$ cat src/hdl/sttu_pkg.sv
package sttu_pkg;
	// ------------------------------------------------------------
	// Timing
	// ------------------------------------------------------------
	localparam int CLK_NS     = 10;
	localparam int US_NS      = 1000;
	localparam int CYC_PER_US = (US_NS + CLK_NS - 1) / CLK_NS;
	localparam int PRESC_W    = $clog2(CYC_PER_US);
	localparam logic [PRESC_W-1:0] PRESC_MAX = PRESC_W'(CYC_PER_US - 1);
	// ------------------------------------------------------------
	// Widths
	// ------------------------------------------------------------
	localparam int TB_W      = 64;
	localparam int SEQ_W     = 32;
	localparam int PIX_W     = 8;
	localparam int DISP_W    = 12;
	localparam int Q_N       = 16;
	localparam int CTRL_W    = 5;
	localparam logic [DISP_W-1:0] DISP_INVALID = 12'hFFF;
	// ------------------------------------------------------------
	// Register map
	// ------------------------------------------------------------
	localparam logic [7:0] A_CTRL    = 8'h00;
	localparam logic [7:0] A_PERIOD  = 8'h04;
	localparam logic [7:0] A_WIDTH   = 8'h08;
	localparam logic [7:0] A_TIME_LO = 8'h0C;
	localparam logic [7:0] A_TIME_HI = 8'h10;
	localparam logic [7:0] A_SEQ     = 8'h14;
	localparam logic [7:0] A_DROP    = 8'h18;
	localparam logic [1:0] Q_PAGE    = 2'h1;
	localparam int C_TRIG0 = 0;
	localparam int C_TRIG1 = 1;
	localparam int C_SYNC  = 2;
	localparam int C_TSRC  = 3;
	localparam int C_NET   = 4;
	localparam logic [CTRL_W-1:0] CTRL_RST   = 5'h03;
	localparam logic [31:0]       PERIOD_RST = 32'h0000_8235;
	localparam logic [31:0]       WIDTH_RST  = 32'h0000_0064;
	// ------------------------------------------------------------
	// Carriers
	// ------------------------------------------------------------
	typedef struct packed {
		logic              valid;
		logic              sof;
		logic              rej;
		logic [PIX_W-1:0]  pix;
		logic [DISP_W-1:0] disp;
	} sttu_pix_s;
	typedef struct packed {
		logic [TB_W-1:0]  ts;
		logic [SEQ_W-1:0] seq;
	} sttu_tag_s;
	typedef struct packed {
		logic                   valid;
		logic                   sof;
		logic [PIX_W-1:0]       pix;
		logic [DISP_W-1:0]      disp;
		logic signed [TB_W-1:0] ts;
		logic [SEQ_W-1:0]       seq;
	} sttu_out_s;
endpackage

$ cat src/hdl/sttu_sync.sv
`timescale 1ns/1ns
module sttu_sync
(
	input  wire logic clk_sys,
	input  wire logic rst,
	input  wire logic din,
	output logic      rise
);
	typedef struct packed {
		logic s1;
		logic s2;
		logic s3;
		logic rise;
	} sttu_sync_s;
	sttu_sync_s st;
	sttu_sync_s next_st;

	always_comb
	begin
		next_st = st;
		next_st.s1 = din;
		next_st.s2 = st.s1;
		next_st.s3 = st.s2;
		// Edge taken after the second stage only
		next_st.rise = st.s2 & ~st.s3;
	end

	always_ff @(posedge clk_sys)
	begin
		if (rst)
			st <= '0;
		else
			st <= next_st;
	end

	assign rise = st.rise;
endmodule

$ cat src/hdl/sttu_trig.sv
`timescale 1ns/1ns
module sttu_trig
(
	input  wire logic        clk_sys,
	input  wire logic        rst,
	input  wire logic        en,
	input  wire logic        tick,
	input  wire logic [31:0] period,
	input  wire logic [31:0] width,
	output logic             pulse,
	output logic             fire
);
	typedef struct packed {
		logic [31:0] cnt;
		logic        pulse;
		logic        fire;
	} sttu_trig_s;
	sttu_trig_s  st;
	sttu_trig_s  next_st;
	logic [31:0] cnt_inc;

	always_comb
	begin
		next_st = st;
		next_st.fire = 1'b0;
		cnt_inc = st.cnt + 32'h0000_0001;
		if (!en)
		begin
			next_st.cnt = '0;
			next_st.pulse = 1'b0;
		end
		else if (tick)
		begin
			if (st.cnt == '0)
			begin
				next_st.pulse = (width != '0);
				next_st.fire = 1'b1;
			end
			// Count of ticks since fire reaches width: one tick per unit
			else if (st.cnt == width)
				next_st.pulse = 1'b0;
			next_st.cnt = (cnt_inc >= period) ? '0 : cnt_inc;
		end
	end

	always_ff @(posedge clk_sys)
	begin
		if (rst)
			st <= '0;
		else
			st <= next_st;
	end

	assign pulse = st.pulse;
	assign fire  = st.fire;
endmodule

$ cat src/hdl/sttu_top.sv
// How it works
// - Two trigger outputs start both cameras at the same instant.
// - Trigger outputs idle low and go high for the pulse.
// - Pulse width and repetition period are software settings.
// - Sync mode turns trigger line 0 into an input, output off.
// - In sync mode every rising sync edge clears the time base.
// - Without sync the time base starts at zero and runs free.
// - Software may load epoch microseconds from a time server.
// - Every output pair carries timestamp and sequence number.
// - Timestamps are microsecond counts from the time base.
// - Timestamp source is trigger moment or capture moment.
// - Network frames pass their own timestamp and sequence.
// - Sync between capture and tagging gives a negative stamp.
// - Negative stamp is the pair stamp (trigger or capture time) minus sync time.
// - Disparity is 12 bits, low 4 bits are fraction.
// - Rejected disparities are sent as all ones.
// - Disparity is per left pixel, horizontal offset only.
// - Left rectified pixel goes out with each disparity.
// - Projection matrix goes out with every disparity map.
// - Only left/right frames with matching stamps are paired.
//
// The implementer's own choices: strobed register access and the placing of the registers.
`timescale 1ns/1ns
module sttu_top
#(
	parameter int MATCH_US = 1000
)
(
	input  wire logic                    clk_sys,
	input  wire logic                    rst,
	input  wire logic [7:0]              reg_addr,
	input  wire logic [31:0]             reg_wdata,
	input  wire logic                    reg_wr,
	input  wire logic                    reg_rd,
	output logic [31:0]                  reg_rdata,
	input  wire logic                    trig0_in,
	output logic                         trig0_out,
	output logic                         trig0_oe_n,
	output logic                         trig1_out,
	input  wire logic                    cam_l_cap,
	input  wire logic                    cam_r_cap,
	input  wire sttu_pkg::sttu_pix_s     in_pix,
	input  wire sttu_pkg::sttu_tag_s     net_tag,
	output sttu_pkg::sttu_out_s          out,
	output logic [sttu_pkg::Q_N*32-1:0]  q_out
);
	import sttu_pkg::*;

	typedef struct packed {
		logic [CTRL_W-1:0]    ctrl;
		logic [31:0]          period;
		logic [31:0]          width;
		logic [Q_N-1:0][31:0] q;
		logic [Q_N-1:0][31:0] q_out;
		logic [PRESC_W-1:0]   presc;
		logic [TB_W-1:0]      tb;
		logic [TB_W-1:0]      sync_at;
		logic [TB_W-1:0]      trig_ts;
		logic [TB_W-1:0]      l_ts;
		logic [TB_W-1:0]      r_ts;
		logic [TB_W-1:0]      pair_ts;
		logic [SEQ_W-1:0]     seq;
		logic                 l_ok;
		logic                 r_ok;
		logic                 pair_ok;
		logic                 trig_pend;
		logic                 sync_since;
		logic                 in_frame;
		logic                 trig0;
		logic                 trig1;
		logic                 oe_n;
		logic [15:0]          drop;
		logic [31:0]          rdata;
		sttu_out_s            out;
	} sttu_top_s;

	sttu_top_s       st;
	sttu_top_s       next_st;
	logic            tick;
	logic            sync_rise;
	logic            sync_hit;
	logic            en0;
	logic            t0_pulse;
	logic            t0_fire;
	logic            t1_pulse;
	logic            t1_fire;
	logic            acc;
	logic [TB_W-1:0] gap;

	// ------------------------------------------------------------
	// Trigger generators and sync input
	// ------------------------------------------------------------
	// line 0 output off in sync mode
	assign en0 = st.ctrl[C_TRIG0] & ~st.ctrl[C_SYNC];

	sttu_trig u_trig0
	(
		.clk_sys (clk_sys),
		.rst     (rst),
		.en      (en0),
		.tick    (tick),
		.period  (st.period),
		.width   (st.width),
		.pulse   (t0_pulse),
		.fire    (t0_fire)
	);

	sttu_trig u_trig1
	(
		.clk_sys (clk_sys),
		.rst     (rst),
		.en      (st.ctrl[C_TRIG1]),
		.tick    (tick),
		.period  (st.period),
		.width   (st.width),
		.pulse   (t1_pulse),
		.fire    (t1_fire)
	);

	sttu_sync u_sync
	(
		.clk_sys (clk_sys),
		.rst     (rst),
		.din     (trig0_in),
		.rise    (sync_rise)
	);

	assign tick = (st.presc == PRESC_MAX);
	// edge counts only in sync mode
	assign sync_hit = sync_rise & st.ctrl[C_SYNC];
	assign acc = in_pix.sof ? (st.ctrl[C_NET] | st.pair_ok) : st.in_frame;
	assign gap = (st.l_ts > st.r_ts) ? st.l_ts - st.r_ts
		: st.r_ts - st.l_ts;

	// ------------------------------------------------------------
	// Next state
	// ------------------------------------------------------------
	always_comb
	begin
		next_st = st;
		next_st.out.valid = 1'b0;
		next_st.out.sof = 1'b0;
		next_st.rdata = '0;

		next_st.presc = tick ? '0 : st.presc + 1'b1;
		if (tick)
			next_st.tb = st.tb + 64'h1;

		if (reg_wr)
		begin
			case (reg_addr)
				A_CTRL:
					next_st.ctrl = reg_wdata[CTRL_W-1:0];
				A_PERIOD:
					next_st.period = reg_wdata;
				A_WIDTH:
					next_st.width = reg_wdata;
				A_TIME_LO:
				begin
					next_st.tb[31:0] = reg_wdata;
					next_st.presc = '0;
				end
				A_TIME_HI:
					next_st.tb[63:32] = reg_wdata;
				default:
					if (reg_addr[7:6] == Q_PAGE)
						next_st.q[reg_addr[5:2]] = reg_wdata;
			endcase
		end

		if (reg_rd)
		begin
			case (reg_addr)
				A_CTRL:
					next_st.rdata = 32'(st.ctrl);
				A_PERIOD:
					next_st.rdata = st.period;
				A_WIDTH:
					next_st.rdata = st.width;
				A_TIME_LO:
					next_st.rdata = st.tb[31:0];
				A_TIME_HI:
					next_st.rdata = st.tb[63:32];
				A_SEQ:
					next_st.rdata = st.seq;
				A_DROP:
					next_st.rdata = 32'(st.drop);
				default:
					if (reg_addr[7:6] == Q_PAGE)
						next_st.rdata = st.q[reg_addr[5:2]];
			endcase
		end

		if (t0_fire | t1_fire)
		begin
			next_st.trig_ts = st.tb;
			next_st.trig_pend = 1'b1;
			if (!st.pair_ok)
				next_st.sync_since = 1'b0;
		end

		if (sync_hit)
		begin
			next_st.sync_at = st.tb;
			next_st.tb = '0;
			next_st.presc = '0;
			if (st.pair_ok | (st.trig_pend & ~st.ctrl[C_TSRC]))
				next_st.sync_since = 1'b1;
		end

		// Tagging runs before pairing so a fresh pair is not lost
		if (in_pix.valid)
		begin
			next_st.in_frame = acc;
			if (in_pix.sof && acc)
			begin
				next_st.out.sof = 1'b1;
				next_st.q_out = st.q;
				if (st.ctrl[C_NET])
				begin
					next_st.out.ts = $signed(net_tag.ts);
					next_st.out.seq = net_tag.seq;
				end
				else
				begin
					if (st.sync_since)
						next_st.out.ts = $signed(st.pair_ts - st.sync_at);
					else
						next_st.out.ts = $signed(st.pair_ts);
					next_st.out.seq = st.seq;
					next_st.seq = st.seq + 32'h1;
					next_st.pair_ok = 1'b0;
					next_st.sync_since = 1'b0;
				end
			end
			else if (in_pix.sof)
				next_st.drop = st.drop + 16'h1;
			if (acc)
			begin
				next_st.out.valid = 1'b1;
				next_st.out.pix = in_pix.pix;
				next_st.out.disp = in_pix.disp;
				if (in_pix.rej)
					next_st.out.disp = DISP_INVALID;
			end
		end

		if (cam_l_cap)
		begin
			next_st.l_ok = 1'b1;
			next_st.l_ts = st.tb;
		end
		if (cam_r_cap)
		begin
			next_st.r_ok = 1'b1;
			next_st.r_ts = st.tb;
		end

		if (st.l_ok && st.r_ok)
		begin
			if (gap <= 64'(MATCH_US))
			begin
				if (next_st.pair_ok)
					next_st.drop = next_st.drop + 16'h1;
				next_st.pair_ok = 1'b1;
				next_st.pair_ts = st.ctrl[C_TSRC] ? st.tb : st.trig_ts;
				next_st.trig_pend = 1'b0;
				next_st.l_ok = cam_l_cap;
				next_st.r_ok = cam_r_cap;
			end
			else
			begin
				next_st.drop = next_st.drop + 16'h1;
				if (st.l_ts < st.r_ts)
					next_st.l_ok = cam_l_cap;
				else
					next_st.r_ok = cam_r_cap;
			end
		end

		next_st.trig0 = t0_pulse & en0;
		next_st.trig1 = t1_pulse & st.ctrl[C_TRIG1];
		// release the pin in sync mode
		next_st.oe_n = st.ctrl[C_SYNC];
	end

	always_ff @(posedge clk_sys)
	begin
		if (rst)
		begin
			st <= '0;
			st.ctrl <= CTRL_RST;
			st.period <= PERIOD_RST;
			st.width <= WIDTH_RST;
		end
		else
			st <= next_st;
	end

	assign reg_rdata  = st.rdata;
	assign trig0_out  = st.trig0;
	assign trig0_oe_n = st.oe_n;
	assign trig1_out  = st.trig1;
	assign out        = st.out;
	assign q_out      = st.q_out;
endmodule

$ cat config.mk
export PLATFORM = sky130hd
export DESIGN_NAME = sttu_top
export DESIGN_NICKNAME = d
export VERILOG_FILES = /design/src/hdl/sttu_pkg.sv /design/src/hdl/sttu_sync.sv /design/src/hdl/sttu_trig.sv /design/src/hdl/sttu_top.sv
export SDC_FILE = /design/constraint.sdc
export NUM_CORES = 2
export LEC_CHECK = 0
export ABC_AREA = 1
export BUFFER_PORTS_ARGS = -buffer_cell sky130_fd_sc_hd__buf_2
export CAP_MARGIN = 25
export CORE_MARGIN = 1
export CORE_UTILIZATION = 55
export DETAILED_ROUTE_END_ITERATION = 10
export PLACE_DENSITY_LB_ADDON = 0.25
export SETUP_SLACK_MARGIN = 0.2
export SLEW_MARGIN = 0
export SYNTH_ARGS = -nofsm -noshare
export SYNTH_HDL_FRONTEND = slang
export SYNTH_SLANG_ARGS = --single-unit
$ cat constraint.sdc
create_clock -name clk_sys -period 5.15 [get_ports clk_sys]
set_input_delay 0.2575 -clock clk_sys [delete_from_list [all_inputs] [get_ports clk_sys]]
set_output_delay 0.2575 -clock clk_sys [all_outputs]
set_load 0.02 [all_outputs]
## After elaboration in Yosys (flattened, before gate mapping)

Index checks and enable logic that the tools add are counted.

- Input port bits: 166
- Flip-flop bits (word level): 1763

- Order comparisons: 7
- Reduce and logical (&&, ||, !) cells: 27
- Add/sub/neg operators: 10
- Bitwise operators: 19
- Multiplexer cells: 52
- Eq/ne operators: 10

Operators with widths:

| cell | number |
|---|---|
| $bwmux W512 | 1 |
| $mux W64 | 4 |
| $mux W32 | 7 |
| $pmux W32 S7 | 1 |
| $sub A64 B64 Y64 | 3 |
| $bmux W32 S4 | 1 |
| $demux W32 S4 | 1 |
| $add A32 B1 Y32 const B | 3 |
| $mux W16 | 6 |
| $mux W96 | 1 |
| $mux W71 | 1 |
| $add A64 B1 Y64 const B | 1 |
| $eq A32 B32 Y1 | 2 |
| $ge A32 B32 Y1 | 2 |
| $gt A64 B64 Y1 | 1 |
| $le A64 B10 Y1 const B | 1 |
| $logic_not A32 Y1 | 2 |
| $lt A64 B64 Y1 | 1 |
| $add A16 B1 Y16 const B | 2 |
| $reduce_bool A32 Y1 | 1 |
| $eq A8 B5 Y1 const B | 3 |
| $mux W1 | 21 |
| $eq A8 B4 Y1 const B | 2 |
| $reduce_and A2 Y1 | 8 |
| other kinds (20) | 49 |

## Depth between registers and ports, before layout

- Depth after elaboration: 9
- Mapped depth: 32
- Gate-level depth less buffers: 30

## Cells and area by module

A second synthesis with hierarchy kept.

- Cells, all modules: 13774
- Area total of the unflattened synthesis: 94563.2 um^2

Modules (own cells, without submodules):

| module | area an instance (um^2) | cells an instance | times used |
|---|---|---|---|
| sttu_top | 86462.9 | 12350 | 1 |
| sttu_trig | 3992.6 | 706 | 2 |
| sttu_sync | 115.1 | 12 | 1 |

## Least setup slack after synthesis

OpenSTA, ideal clock, no wires.

- Path kind: register to register
- Start point: register u_trig1.st[2] in the netlist's numbering
- End point: register u_trig1.st[25] in the netlist's numbering
- Setup time: 70 ps
- Cell stages (with the launch flop): 25
- Setup slack: 850 ps
- Arrival: 4230 ps
- Clock period less this slack: 4300 ps
- Cells stage by stage: dfxtp_1 -> ha_1 -> nand3_1 -> nor2_1 -> nand3_1 -> nor3_1 -> nand3_1 -> nor2_1 -> nand3_1 -> nor2_1 -> nand3_1 -> nor4_2 -> inv_1 -> nor2_1 -> nand3_1 -> xnor2_1 -> ha_1 -> nand4_1 -> nor3_1 -> a2111oi_0 -> nand3_1 -> nor2_1 -> clkbuf_1 -> nand2_1 -> a21oi_1

- Cells in the longest elaborated chain, start to end: 3

RTL lines:

| element | RTL line | RTL |
|---|---|---|
| start: declaration | sttu_trig.sv:18 | `sttu_trig_s st;` |
| start signal: assignment | sttu_trig.sv:51 | `st <= next_st;` |
| $add A32 B1 Y32 (*) | sttu_trig.sv:26 | `cnt_inc = st.cnt + 32'h0000_0001;` |
| $ge A32 B32 Y1 | sttu_trig.sv:42 | `next_st.cnt = (cnt_inc >= period) ? '0 : cnt_inc;` |
| $mux W32 (*) | sttu_trig.sv:42 |  |

Mark *: on every way between the ends. The rest lies on a longest branch, timed or not.
A chain may end at the register's enable or synchronous reset.

## Final worst setup path

- Start point: register st[330] in the netlist's numbering
- End point: register st[225] in the netlist's numbering

- Cells in the longest elaborated chain, start to end: 4
- Elaborated cells on any way between the ends: 6

RTL lines:

| element | RTL line | RTL |
|---|---|---|
| start: declaration | sttu_top.sv:77 | `sttu_top_s st;` |
| start signal: assignment | sttu_top.sv:297 | `st <= next_st;` |
| $sub A64 B64 Y64 (tied with other cells) | sttu_top.sv:133 | `: st.r_ts - st.l_ts;` |
| $mux W64 (*) | sttu_top.sv:132 | `assign gap = (st.l_ts > st.r_ts) ? st.l_ts - st.r_ts` |
| $le A64 B10 Y1 (*) | sttu_top.sv:261 | `if (gap <= 64'(MATCH_US))` |
| $reduce_and A2 Y1 (no line) (*) | -- |  |

Marks and branches as above.

==> impl_metrics.json <==
{
  "status": "completed",
  "place_inst": 15100,
  "ys_ff_latch": 1763,
  "multi_input_area_um2": 43700,
  "powerDensity_nw_per_um2": 307,
  "layout-drive-gt1-share_pct": 11.3,
  "dieArea_um2": 170000,
  "ant_nets": 0,
  "cp-end-kind": "flip-flop",
  "vias": 96100,
  "drc": 0,
  "grt_pass1_wl_um": 591000,
  "clock_sinks": 1763,
  "antenna_found_initial": 29,
  "synthArstFlopShare_pct": 0,
  "final_area_um2": 103000,
  "die_w_um": 412,
  "dieHeight_um": 412,
  "core_um2": 167000,
  "slew_violations": 0,
  "start_kind": "flip-flop",
  "rows": 150,
  "cts_buffers": 178,
  "critPathMaxStageDelay_ps": 420,
  "ys_types": 61,
  "cp_data_arrival_time_ps": 5670,
  "yosysSeqAreaShare_pct": 38.2,
  "root_buffer": "clkbuf_16",
  "path_cells": "inv_1 > ha_1 > a21oi_1 > o21ai_0 > a21oi_1 > nand2_1 > a21oi_2 > nand2_4 > nand2_4 > buf_12 > nand2_1 > nand3_1 > nand2_1 > nor2_1 > nand3_1 > nor2_1 > nand2_1 > nor2_4 > nand3_4 > buf_4 > buf_12 > nand2_1 > a21oi_2",
  "synthCells": 13300,
  "drtIter0Drc": 13600,
  "nets": 13700,
  "crit_slowest_cell": "a21oi_1",
  "routed_wl_um": 420000,
  "rsz0062_at_grt": "no",
  "setup_viol": 0,
  "first_pass_iters": 8,
  "dp_hpwl_um": 309000,
  "tns_ps": 0,
  "clock.fmax_ghz": 0.202,
  "synth-edff-count": 0,
  "syn-mean-instance-area_um2": 6.97,
  "first_global_vias": 87100,
  "hold_viol_final": 0,
  "yosys_warnings": 0,
  "routedWlPerCell_um": 26.8,
  "tritoncts": "done",
  "clk_pin_slew_worst_paths_ps": 60,
  "place_congestion": 1.08,
  "hold_ws_ps": 145,
  "grt_max_degree": 329,
  "tightest_slew_ps": 1290,
  "htreeDepth": 4,
  "finClkSkew_ps": 58.1,
  "grt.total_usage_pct": 47.3,
  "clock_latency_ps": 890,
  "area_delta_synth_final_pct": 10.9,
  "max_cap_viol_count": 0,
  "portBuffers": 830,
  "required_ps": 5870,
  "min_path_type": "primary input to flip-flop",
  "cp_max_fo": 26,
  "min_period_ps": 4960,
  "worstSetupPathType": "flip-flop to flip-flop",
  "crit_path_frequent_cell": "nand2_1",
  "clockBufferDepth": 3,
  "ir_worst_vdd_v": 0.000374,
  "regArea_um2": 35300,
  "via_per_inst": 6.12,
  "final_util_pct": 61.4,
  "n_fill_cell": 15100,
  "stdcell_count": 15700,
  "ys.flop_type": "dfxtp_1",
  "ios": 831,
  "initial_core_util_pct": 55.4,
  "syn_area_um2": 92500,
  "grt_overflow": 0,
  "slew_headroom_pct": 14.0,
  "period_share_pct": 96.2,
  "placed_area_um2": 93600,
  "p_leak_nw": 46.4,
  "syn_nets": 13700
}
## worst max-delay path: cells and delay by family, from the launching register on
| family | cells | cell delay (ps) |
|---|---|---|
| adder cells (fa/ha/maj) | 1 | 410 |
| buffers and inverters | 4 | 660 |
| AO/OA/AOI/OAI | 5 | 1450 |
| AND/OR/NAND/NOR | 13 | 1910 |
| flip-flops | 1 | 350 |
## state kept, by name, summed over array words and instances (netlist names)
signal          cells
u_trig0.st         32
trig0_oe_n          1
out               118
q_out             512
u_sync.next_st      2
next_st             1
u_trig1.st         32
u_trig1.pulse       1
u_trig1.fire        1
u_trig0.fire        1
trig1_out           1
u_sync.rise         1
reg_rdata          32
u_trig0.pulse       1
u_sync.st           1
trig0_out           1
st               1025
## Yosys cell counts (7+ instances only)
master / n / share of area (%)
o211ai_1: 112 / 0.91
nor2_1: 1104 / 4.5
buf_1: 15 / 0.061
nor3_1: 95 / 0.51
clkbuf_1: 698 / 2.8
or2_2: 15 / 0.10
o21ai_0: 1638 / 8.9
nor2_2: 9 / 0.061
clkinv_1: 45 / 0.18
buf_2: 26 / 0.14
ha_1: 263 / 3.6
a22oi_1: 129 / 1.0
inv_1: 1498 / 6.1
dfxtp_1: 1763 / 38
a21oi_1: 1695 / 9.2
xnor2_1: 65 / 0.62
a211oi_1: 11 / 0.089
buf_4: 666 / 5.4
nand3_1: 309 / 1.7
o21bai_1: 29 / 0.24
a21oi_2: 23 / 0.22
nand2_1: 2294 / 9.3
a221oi_1: 21 / 0.20
a2111oi_0: 9 / 0.085
o22ai_1: 44 / 0.30
o21a_1: 15 / 0.12
a21o_1: 13 / 0.11
o221ai_1: 141 / 1.3
xor2_1: 173 / 1.6
nand3b_1: 7 / 0.057
a31oi_1: 68 / 0.46
nor4_1: 49 / 0.33
inv_2: 19 / 0.077
nand4_1: 126 / 0.85
## where the power goes
| part | switching, W | internal (W) |
|---|---|---|
| Combinational | 0.00284 | 0.00105 |
| Clock | 0.00599 | 0.00782 |
| Sequential | 0.0000726 | 0.0137 |
## placed cells by master (no fill, tap or decap), types with 68 or more instances in the layout
cell / n
xor2_1: 173
nor2_1: 1062
dfxtp_1: 1758
clkbuf_16: 180
a21oi_1: 1693
nand4_1: 126
a22oi_1: 129
nor3_1: 88
dlygate4sd3_1: 229
buf_4: 201
o21ai_0: 1636
nand3_1: 305
o221ai_1: 141
nand2_1: 2292
o211ai_1: 112
buf_2: 829
a31oi_1: 68
inv_1: 1494
ha_1: 263
## cells by family after synthesis
family	after synthesis	share of synthesized area, %
and+or+nand+nor	4037	17.7
adders and majority gates	264	3.58
AOI/OAI and AO/OA	3980	23.4
DFF	1763	38.2
buffers and inverters	2977	14.9
xor gates and xnor gates	238	2.25
## timing repair
action,4_1_cts,5_1_grt
pin swaps,0,10
endpoints found under the setup margin,22,130
hold buffers,229,0
resized for setup,2,43
setup buffers,0,3
hold endpoints to repair,219,0
## through the flow
step / total power [W] / worst slack, ps
final: 0.0315 / 194
after global routing: 0.0322 / 175
after CTS: 0.0313 / 248
after detailed placement: 0.0177 / 211
after global placement: 0.0177 / 246
after floorplan: 0.0161 / 850
## path summary, 6_finish.rpt
kind | start | to | slack, ps | cells past startpoint
min reg2reg | u_sync.st[1]$_SDFF_PP0_ | u_sync.rise$_SDFF_PP0_ | 390 | 1
max | st[330]$_SDFFE_PP0P_ | st[225]$_SDFFE_PP0P_ | 190 | 23
min | reg_addr[7] | reg_rdata[15]$_SDFF_PP0_ | 140 | 5
max reg2reg | st[330]$_SDFFE_PP0P_ | st[225]$_SDFFE_PP0P_ | 190 | 23
## area by class of cell
class | instances | area share, %
multi-input cells | 8519 | 42.7
diodes | 23 | 0.0561
well taps | 2204 | 2.69
flip-flops and latches | 1763 | 34.4
clock inverters | 88 | 1.06
clock buffers | 242 | 4.95
inverters | 1562 | 5.74
repair buffers | 1292 | 8.38
## per-layer routing
metal  up-vias  GRT usage (%)  routed length [um]
li1      43200              -                   -
met1     45000           58.9              157000
met2      6473           68.3              171000
met3      1459           12.9               51000
met4        14           38.4               40600
met5         -              0                 126
No activity file was read; power rests on OpenSTA's default activity.
